## src/logic/uhie_pkg.sv

```systemverilog
package uhie_pkg;
   // ****************************************
   // Register map
   // ****************************************
   // Status flags live at the event flag location
   localparam logic [31:0] UHIE_ADDR_FLAGS = 32'hfff0500c;
   // Enable mask set location, write one to set
   localparam logic [31:0] UHIE_ADDR_SET = 32'hfff05010;
   // Enable mask clear location, write one to clear
   localparam logic [31:0] UHIE_ADDR_CLEAR = 32'hfff05014;

   // ****************************************
   // Field positions
   // ****************************************
   localparam int UHIE_BIT_MASTER = 31;
   localparam int UHIE_BIT_OWNER = 30;
   localparam int UHIE_BIT_ROOT = 6;
   localparam int UHIE_BIT_FWRAP = 5;
   localparam int UHIE_BIT_FATAL = 4;
   localparam int UHIE_BIT_WAKE = 3;
   localparam int UHIE_BIT_SOF = 2;
   localparam int UHIE_BIT_DONE = 1;
   localparam int UHIE_BIT_OVRN = 0;

   // Source enable bits that exist (30, 6, 5, 3, 2, 1, 0)
   localparam logic [31:0] UHIE_SRC_MASK = 32'h4000006f;
   // Writable bits of the enable location, master included
   localparam logic [31:0] UHIE_EN_MASK = 32'hc000006f;

   // ****************************************
   // Reset values
   // ****************************************
   localparam logic [31:0] UHIE_EN_RESET = 32'h00000000;
   localparam logic [31:0] UHIE_FLAG_RESET = 32'h00000000;
   localparam logic [31:0] UHIE_RDATA_RESET = 32'h00000000;
endpackage : uhie_pkg

```

## src/logic/uhie_top.sv

```systemverilog
// Chosen here: the APB interface to the registers.
module uhie_top
   import uhie_pkg::*;
(
   input wire logic pclk,
   input wire logic presetn,
   input wire logic ce,
   input wire logic psel,
   input wire logic penable,
   input wire logic pwrite,
   input wire logic [31:0] paddr,
   input wire logic [31:0] pwdata,
   output logic [31:0] prdata,
   output logic pready,
   output logic pslverr,
   input wire logic [31:0] event_in,
   output logic irq
);
   // ****************************************
   // Declarations
   // ****************************************
   logic [31:0] en_q; // Enable mask, master at bit 31
   logic [31:0] en_d; // Next enable mask
   logic [31:0] flag_q; // Latched event flags
   logic [31:0] flag_clr; // Software clear strobes for the flags
   logic [31:0] prdata_q; // Registered read data
   logic [31:0] prdata_d; // Next read data
   logic pslverr_q; // Registered error answer
   logic pslverr_d; // Next error answer
   logic irq_q; // Registered interrupt request
   logic irq_d; // Next interrupt request
   logic pready_q; // Registered ready answer
   logic pready_d; // Next ready answer
   logic setup; // Setup phase of a transfer
   logic wr_set; // Setup write to the set location
   logic wr_clr; // Setup write to the clear location
   logic wr_flag; // Setup write to the flag location
   logic hit; // Address is one of ours

   // ****************************************
   // Bus decode
   // ****************************************
   // Work is done in the setup cycle so the answer is registered
   // and ready by the access phase; every access takes two cycles.
   assign setup = psel && !penable;
   assign hit = (paddr == UHIE_ADDR_SET) || (paddr == UHIE_ADDR_CLEAR)
      || (paddr == UHIE_ADDR_FLAGS);
   assign wr_set = setup && pwrite && (paddr == UHIE_ADDR_SET);
   assign wr_clr = setup && pwrite && (paddr == UHIE_ADDR_CLEAR);
   assign wr_flag = setup && pwrite && (paddr == UHIE_ADDR_FLAGS);

   // ****************************************
   // Enable mask
   // ****************************************
   // Only implemented bits are touched; bit 4 and reserved stay zero
   always_comb begin
      en_d = en_q;
      if (wr_set) begin
         en_d = en_q | (pwdata & UHIE_EN_MASK);
      end
      if (wr_clr) begin
         en_d = en_q & ~(pwdata & UHIE_EN_MASK);
      end
   end

   always_ff @(posedge pclk or negedge presetn) begin
      if (!presetn) begin
         en_q <= UHIE_EN_RESET;
      end else if (ce) begin
         en_q <= en_d;
      end
   end

   // ****************************************
   // Event flags
   // ****************************************
   // Writing one to a flag location bit clears that flag
   assign flag_clr = wr_flag ? pwdata : 32'h00000000;

   // One flag per implemented source; others tie to zero
   for (genvar i = 0; i < 32; i++) begin : g_flag
      if (UHIE_SRC_MASK[i]) begin : g_impl
         uhie_flag_bit u_flag (
            .pclk(pclk),
            .presetn(presetn),
            .ce(ce),
            .evt(event_in[i]),
            .clr(flag_clr[i]),
            .flag_q(flag_q[i])
         );
      end else begin : g_none
         assign flag_q[i] = 1'b0;
      end
   end

   // ****************************************
   // Interrupt request
   // ****************************************
   // Each source gated by its own enable, all gated by the master
   always_comb begin
      irq_d = en_q[UHIE_BIT_MASTER]
         && |(flag_q & en_q & UHIE_SRC_MASK);
      // Per-source gating above also
   end

   always_ff @(posedge pclk or negedge presetn) begin
      if (!presetn) begin
         irq_q <= 1'b0;
      end else if (ce) begin
         irq_q <= irq_d;
      end
   end

   // ****************************************
   // Read data and answer
   // ****************************************
   // Unmapped addresses answer with pslverr and zero data
   always_comb begin
      prdata_d = prdata_q;
      pslverr_d = pslverr_q;
      if (setup) begin
         pslverr_d = !hit;
         prdata_d = 32'h00000000;
         if (!pwrite) begin
            if ((paddr == UHIE_ADDR_SET) || (paddr == UHIE_ADDR_CLEAR)) begin
               prdata_d = en_q & UHIE_EN_MASK;
            end else if (paddr == UHIE_ADDR_FLAGS) begin
               prdata_d = flag_q;
            end
         end
      end
   end

   always_ff @(posedge pclk or negedge presetn) begin
      if (!presetn) begin
         prdata_q <= UHIE_RDATA_RESET;
         pslverr_q <= 1'b0;
      end else if (ce) begin
         prdata_q <= prdata_d;
         pslverr_q <= pslverr_d;
      end
   end

   assign prdata = prdata_q;
   assign pslverr = pslverr_q;
   assign irq = irq_q;

   // ****************************************
   // Ready answer
   // ****************************************
   // Always ready: the answer was prepared in the setup cycle.
   // Kept in a flop so every output leaves from a register;
   // it resets high so a transfer right after reset still ends.
   always_comb begin
      pready_d = 1'b1;
   end

   always_ff @(posedge pclk or negedge presetn) begin
      if (!presetn) begin
         pready_q <= 1'b1;
      end else if (ce) begin
         pready_q <= pready_d;
      end
   end

   assign pready = pready_q;

   // ****************************************
   // Timing notes
   // ****************************************
   // A transfer is taken at the setup edge (psel high, penable low).
   // A write lands in the mask or clears flags at that edge.
   // A read loads prdata at that edge; it stands through the access
   // phase and until the next setup cycle.
   // The interrupt request follows the mask one edge later, so a
   // write that enables a pending source shows on irq at the access
   // edge of that same transfer.
   // A low clock enable freezes every register: a transfer whose
   // setup edge sees it low is lost; software must keep it high.
   // Limitation: events arriving while the enable is low are lost.

   // ****************************************
   // Checks
   // ****************************************
   chk_set_bits: assert property (@(posedge pclk) disable iff (!presetn)
      (ce && wr_set) |=> ((en_q & $past(pwdata) & UHIE_EN_MASK)
         == ($past(pwdata) & UHIE_EN_MASK)))
      else $error("set write did not set mask bits");
   chk_clear_bits: assert property (@(posedge pclk) disable iff (!presetn)
      (ce && wr_clr) |=> ((en_q & $past(pwdata) & UHIE_EN_MASK) == 32'h00000000))
      else $error("clear write did not clear mask bits");
   chk_keep_unwritten: assert property (@(posedge pclk) disable iff (!presetn)
      (ce && wr_set) |=> ((en_q & ~$past(pwdata)) == ($past(en_q) & ~$past(pwdata))))
      else $error("set write disturbed other bits");
   chk_master_gate: assert property (@(posedge pclk) disable iff (!presetn)
      (ce && !en_q[UHIE_BIT_MASTER]) |=> !irq)
      else $error("irq raised without master enable");
   chk_irq_cause: assert property (@(posedge pclk) disable iff (!presetn)
      ce |=> (irq == ($past(en_q[UHIE_BIT_MASTER])
         && (|($past(flag_q) & $past(en_q) & UHIE_SRC_MASK)))))
      else $error("irq does not follow enabled flags");
   chk_fatal_zero: assert property (@(posedge pclk) disable iff (!presetn)
      en_q[UHIE_BIT_FATAL] == 1'b0)
      else $error("unimplemented enable bit became set");
   chk_reserved_zero: assert property (@(posedge pclk) disable iff (!presetn)
      (en_q & ~UHIE_EN_MASK) == 32'h00000000)
      else $error("reserved mask bits not zero");
   chk_flag_sticky: assert property (@(posedge pclk) disable iff (!presetn)
      (ce && event_in[UHIE_BIT_SOF]) |=> flag_q[UHIE_BIT_SOF])
      else $error("event flag not held");
   chk_read_mask: assert property (@(posedge pclk) disable iff (!presetn)
      (ce && setup && !pwrite && paddr == UHIE_ADDR_CLEAR) |=> prdata == $past(en_q))
      else $error("read of clear location wrong");

   // ****************************************
   // Checks on the bus answer
   // ****************************************
   // The set location reads the same mask as the clear location
   chk_read_set: assert property (@(posedge pclk) disable iff (!presetn)
      (ce && setup && !pwrite && paddr == UHIE_ADDR_SET) |=> prdata == $past(en_q))
      else $error("read of set location wrong");

   // Flag location reads the latched flags as they stood at setup
   chk_read_flags: assert property (@(posedge pclk) disable iff (!presetn)
      (ce && setup && !pwrite && paddr == UHIE_ADDR_FLAGS) |=> prdata == $past(flag_q))
      else $error("read of flag location wrong");

   // Unmapped words answer with an error
   chk_err_unmapped: assert property (@(posedge pclk) disable iff (!presetn)
      (ce && setup && !hit) |=> pslverr)
      else $error("unmapped access gave no error");

   // Mapped words never answer with an error
   chk_err_mapped: assert property (@(posedge pclk) disable iff (!presetn)
      (ce && setup && hit) |=> !pslverr)
      else $error("mapped access gave an error");

   // No wait states: the access phase always completes
   chk_ready_high: assert property (@(posedge pclk) disable iff (!presetn)
      pready)
      else $error("ready answer dropped");

   // ****************************************
   // Checks on the enable mask
   // ****************************************
   // Zeros written to the clear location leave their bits alone
   chk_clear_keep: assert property (@(posedge pclk) disable iff (!presetn)
      (ce && wr_clr) |=> ((en_q & ~$past(pwdata)) == ($past(en_q) & ~$past(pwdata))))
      else $error("clear write disturbed other bits");

   // Master enable comes on through the set location
   chk_master_set: assert property (@(posedge pclk) disable iff (!presetn)
      (ce && wr_set && pwdata[UHIE_BIT_MASTER]) |=> en_q[UHIE_BIT_MASTER])
      else $error("master enable not set");

   // Master enable goes off through the clear location
   chk_master_clear: assert property (@(posedge pclk) disable iff (!presetn)
      (ce && wr_clr && pwdata[UHIE_BIT_MASTER]) |=> !en_q[UHIE_BIT_MASTER])
      else $error("master enable not cleared");

   // ****************************************
   // Checks on the event flags
   // ****************************************
   // A clear with no event in the same cycle drops the flag
   chk_flag_clear: assert property (@(posedge pclk) disable iff (!presetn)
      (ce && wr_flag && pwdata[UHIE_BIT_SOF] && !event_in[UHIE_BIT_SOF])
      |=> !flag_q[UHIE_BIT_SOF])
      else $error("event flag not cleared");

   // An event in the clear cycle wins so no event is lost
   chk_set_wins: assert property (@(posedge pclk) disable iff (!presetn)
      (ce && wr_flag && pwdata[UHIE_BIT_SOF] && event_in[UHIE_BIT_SOF])
      |=> flag_q[UHIE_BIT_SOF])
      else $error("event lost against a clear");

   // Flags exist only at implemented source positions
   chk_flag_places: assert property (@(posedge pclk) disable iff (!presetn)
      (flag_q & ~UHIE_SRC_MASK) == 32'h00000000)
      else $error("flag outside a source position");

   // ****************************************
   // Checks on the clock enable
   // ****************************************
   // A low enable holds the mask
   chk_freeze_mask: assert property (@(posedge pclk) disable iff (!presetn)
      !ce |=> en_q == $past(en_q))
      else $error("mask moved while frozen");

   // A low enable holds the flags
   chk_freeze_flags: assert property (@(posedge pclk) disable iff (!presetn)
      !ce |=> flag_q == $past(flag_q))
      else $error("flags moved while frozen");

   // A low enable holds the request
   chk_freeze_irq: assert property (@(posedge pclk) disable iff (!presetn)
      !ce |=> irq == $past(irq))
      else $error("irq moved while frozen");

   // A low enable holds the read data
   chk_freeze_read: assert property (@(posedge pclk) disable iff (!presetn)
      !ce |=> prdata == $past(prdata))
      else $error("read data moved while frozen");

   // ****************************************
   // Per-source gating
   // ****************************************
   // A lone pending flag whose own enable is off never raises irq
   for (genvar s = 0; s < 32; s++) begin : g_src_chk
      if (UHIE_SRC_MASK[s]) begin : g_on
         chk_src_gate: assert property (@(posedge pclk) disable iff (!presetn)
            (ce && !en_q[s] && flag_q == (32'h00000001 << s)) |=> !irq)
            else $error("disabled source raised irq");
      end
   end
   // The loop above carries
endmodule : uhie_top

```

## src/logic/uhie_flag_bit.sv

```systemverilog
// One sticky event flag: hardware sets, software clears, set wins
module uhie_flag_bit
   import uhie_pkg::*;
(
   input wire logic pclk,
   input wire logic presetn,
   input wire logic ce,
   input wire logic evt,
   input wire logic clr,
   output logic flag_q
);
   logic flag_d; // Next flag value

   // ****************************************
   // Next value
   // ****************************************
   // A set in the same cycle as a clear survives so no event is lost
   always_comb begin
      flag_d = flag_q;
      if (clr) begin
         flag_d = 1'b0;
      end
      if (evt) begin
         flag_d = 1'b1;
      end
   end

   // ****************************************
   // Register
   // ****************************************
   always_ff @(posedge pclk or negedge presetn) begin
      if (!presetn) begin
         flag_q <= 1'b0;
      end else if (ce) begin
         flag_q <= flag_d;
      end
   end
endmodule : uhie_flag_bit

```

## config.mk

```make
export PLATFORM = sky130hd
export DESIGN_NAME = uhie_top
export DESIGN_NICKNAME = d
export VERILOG_FILES = /design/src/logic/uhie_pkg.sv /design/src/logic/uhie_top.sv /design/src/logic/uhie_flag_bit.sv
export SDC_FILE = /design/constraint.sdc
export NUM_CORES = 1
export LEC_CHECK = 0
export ABC_CLOCK_PERIOD_IN_PS = 1650
export BUFFER_PORTS_ARGS = -buffer_cell sky130_fd_sc_hd__buf_4
export CAP_MARGIN = 15
export CORE_UTILIZATION = 38
export CTS_BUF_LIST = sky130_fd_sc_hd__clkbuf_8
export DETAILED_ROUTE_END_ITERATION = 10
export GPL_TIMING_DRIVEN = 0
export PLACE_DENSITY = 0.79
export SLEW_MARGIN = 20
export SYNTH_ARGS = -nofsm -noshare
export SYNTH_HDL_FRONTEND = slang
export SYNTH_SLANG_ARGS = --single-unit
```

## constraint.sdc

```tcl
create_clock -name pclk -period 1.65 [get_ports pclk]
set_input_delay 0.2475 -clock pclk [delete_from_list [all_inputs] [get_ports pclk]]
set_output_delay 0.2475 -clock pclk [all_outputs]
set_load 0.05 [all_outputs]
```

==> flow_summary.toml <==
[placed_design]
hpwl_mm = 2.87
place_ws_ps = -715
place_congestion = 0.786
io_buffer_count = 61

[global_route]
grt-ovfl-total = 0
grt_usage_pct = 21.8
grt_max_degree = 26
grt_pass1_vias = 1512
grt_pass1_wl_mm = 6.89
antenna_found_initial = 0

[floorplan]
num_rows = 22
io_pins = 137
initial_core_util_pct = 40.4
dieHeight_um = 65.1
dieArea_um2 = 4240
dieWidth_um = 65.1
coreArea_um2 = 3740

[yosys]
synth_edf_count = 0
synth_area_leaders = "dfrtp_1 (41%), buf_4 (12%), nor4_1 (6.2%)"
yosysTopAreaCellShare_pct = 41.3
ys_types = 32
synth_commonest_cells = "buf_4 (25), dfrtp_1 (25), nand2_1 (24)"
ys_async_sr_fraction_pct = 100
synth_area_um2 = 1510
synth_seq_cells = 25
syn_inst = 165
yosys_warnings = 0
yosys.area.top_type = "dfrtp_1"
synth_ff_type = "dfrtp_1"
avgSynthCellArea_um2 = 9.18
yosysSeqAreaShare_pct = 41.3

[setup_path]
worstPathArrival_ps = 2060
crit_fanout = 7
cp_data_required_time_ps = 1820
path_class = "input pin to flop"
end_kind = "flop"
crit_path_start_kind = "input pin"

[timing]
fmax_ghz = 0.530
final.period_utilization_pct = 114
worstMarginPinSlew_ps = 1040
setup_viol = 16
max_slew_margin_pct = 30.8
post-route-min-period_ps = 1890
grt_setup_unrepaired = "yes"
drv_slew = 0
fin_ws_ps = -235
hold_viol_final = 0
clock_skew_ps = 2.66

[route]
drcViolationCount = 0
wl_per_cell_um = 14.7
ant_nets = 0
drt_iter0_markers = 86
drt_first_pass_iters = 4
route.vias.total = 1567
routed_via_density = 5.04
routed_wl_mm = 4.56

[status]
violations = "setup timing"
status = "finished with violations"

[clock_network]
cts.sinks = 25
htree_levels = 1
cts_inserted_buffers = 3
worstSkewPairLatency_ps = 280
clk_pin_slew_ps = 90
cts-root-buf = "clkbuf_8"
cts_tree = "built"
cts_buffer_depth = 2

[power]
p_per_area_nw_per_um2 = 540
power.total_uw = 1360
power.leakage_uw = 0.00134
ir_drop_uv = 294

[layout]
diodes = 0
syn2layout_area_growth_pct = 65.8
finish.net_count = 366
drive_gt1_share_pct = 50.2

[flow_run]
maxCapViolCount = 0

[min_path]
hold_class = "input pin to flop"
path summary, 6_finish.rpt:
kind	start	to	slack (ps)	cells past startpoint
worst max register to register	flop	irq	270	3
worst min-delay path	event_in[6]	g_flag[6].g_impl.u_flag.flag_q	180	3
worst min register to register	pslverr	pslverr	490	2
max in group asynchronous	presetn	async pin	1010	2
min in group asynchronous	presetn	async pin	400	2
worst max-delay path	paddr[17]	flop	-240	6
routing by layer:
layer / wire, um / vias up / global-route usage (%)
met2: 2430 / 85 / 39.8
met4: 93 / 0 / 8.70
li1: - / 733 / -
met3: 295 / 9 / 3.30
met1: 1740 / 740 / 25.2
met5: 0 / - / 0
placed cells by master (no fill, tap or decap), drive strengths merged, types with 2 or more instances in the layout:
cell type / n
buf: 98
dfrtp: 25
conb: 25
nand2: 24
nor4: 17
inv: 16
o21ai: 9
mux2: 9
o221ai: 7
clkbuf: 7
nand4: 4
nand4b: 2
nor3: 2
nand3b: 2
a22oi: 2
timing repair:
item,in CTS,in global routing
pin swaps,16,9
hold buffers,1,0
gates resized for setup,37,21
setup buffers,7,3
endpoints found under the setup margin,24,23
endpoints found under the hold margin,25,0
stage by stage:
step / hold WS [ps] / utilization (%) / area (um2) / cells / TNS [ps]
2_1_floorplan: -48.1 / - / 1610 / 188 / -5120
3_3_place_gp: 164 / 56.8 / 2120 / 297 / -11450
3_5_place_dp: 170 / 56.8 / 2120 / 297 / -11750
4_1_cts: 184 / 63.7 / 2390 / 308 / -3520
5_1_grt: 194 / 67.0 / 2510 / 311 / -3570
6_report: 175 / 67.0 / 2510 / 311 / -2580
where the power goes:
group / switching, uW / total (uW) / internal, uW / leakage [uW]
Clock: 208 / 378 / 170 / 0.0000255
Sequential: 1.78 / 618 / 616 / 0.000310
Combinational: 218 / 360 / 142 / 0.000999
worst max-delay path, stage by stage:
cell and delay (ps):
buf_6 90, or4b_4 520, or4_4 510, buf_4 190
nor4_4 170, mux2_4 330
layout make-up:
class | instances | area [um2]
multi-input cells | 115 | 927
clock inverters | 1 | 5.00
plain buffers | 31 | 225
inverters | 16 | 60.1
flip-flops and latches | 25 | 626
repair buffers | 72 | 566
fillers | 309 | 1230
well taps | 48 | 60.1
clock buffers | 3 | 41.3
cells by family after synthesis:
group / after synthesis / synth area share, %
compound gates: 21 / 9.59
buf+inv: 48 / 18.7
flops: 25 / 41.3
mux: 9 / 6.69
other cells: 2 / 0.496
simple gates: 60 / 23.2
(Power assumes the default switching activity.)
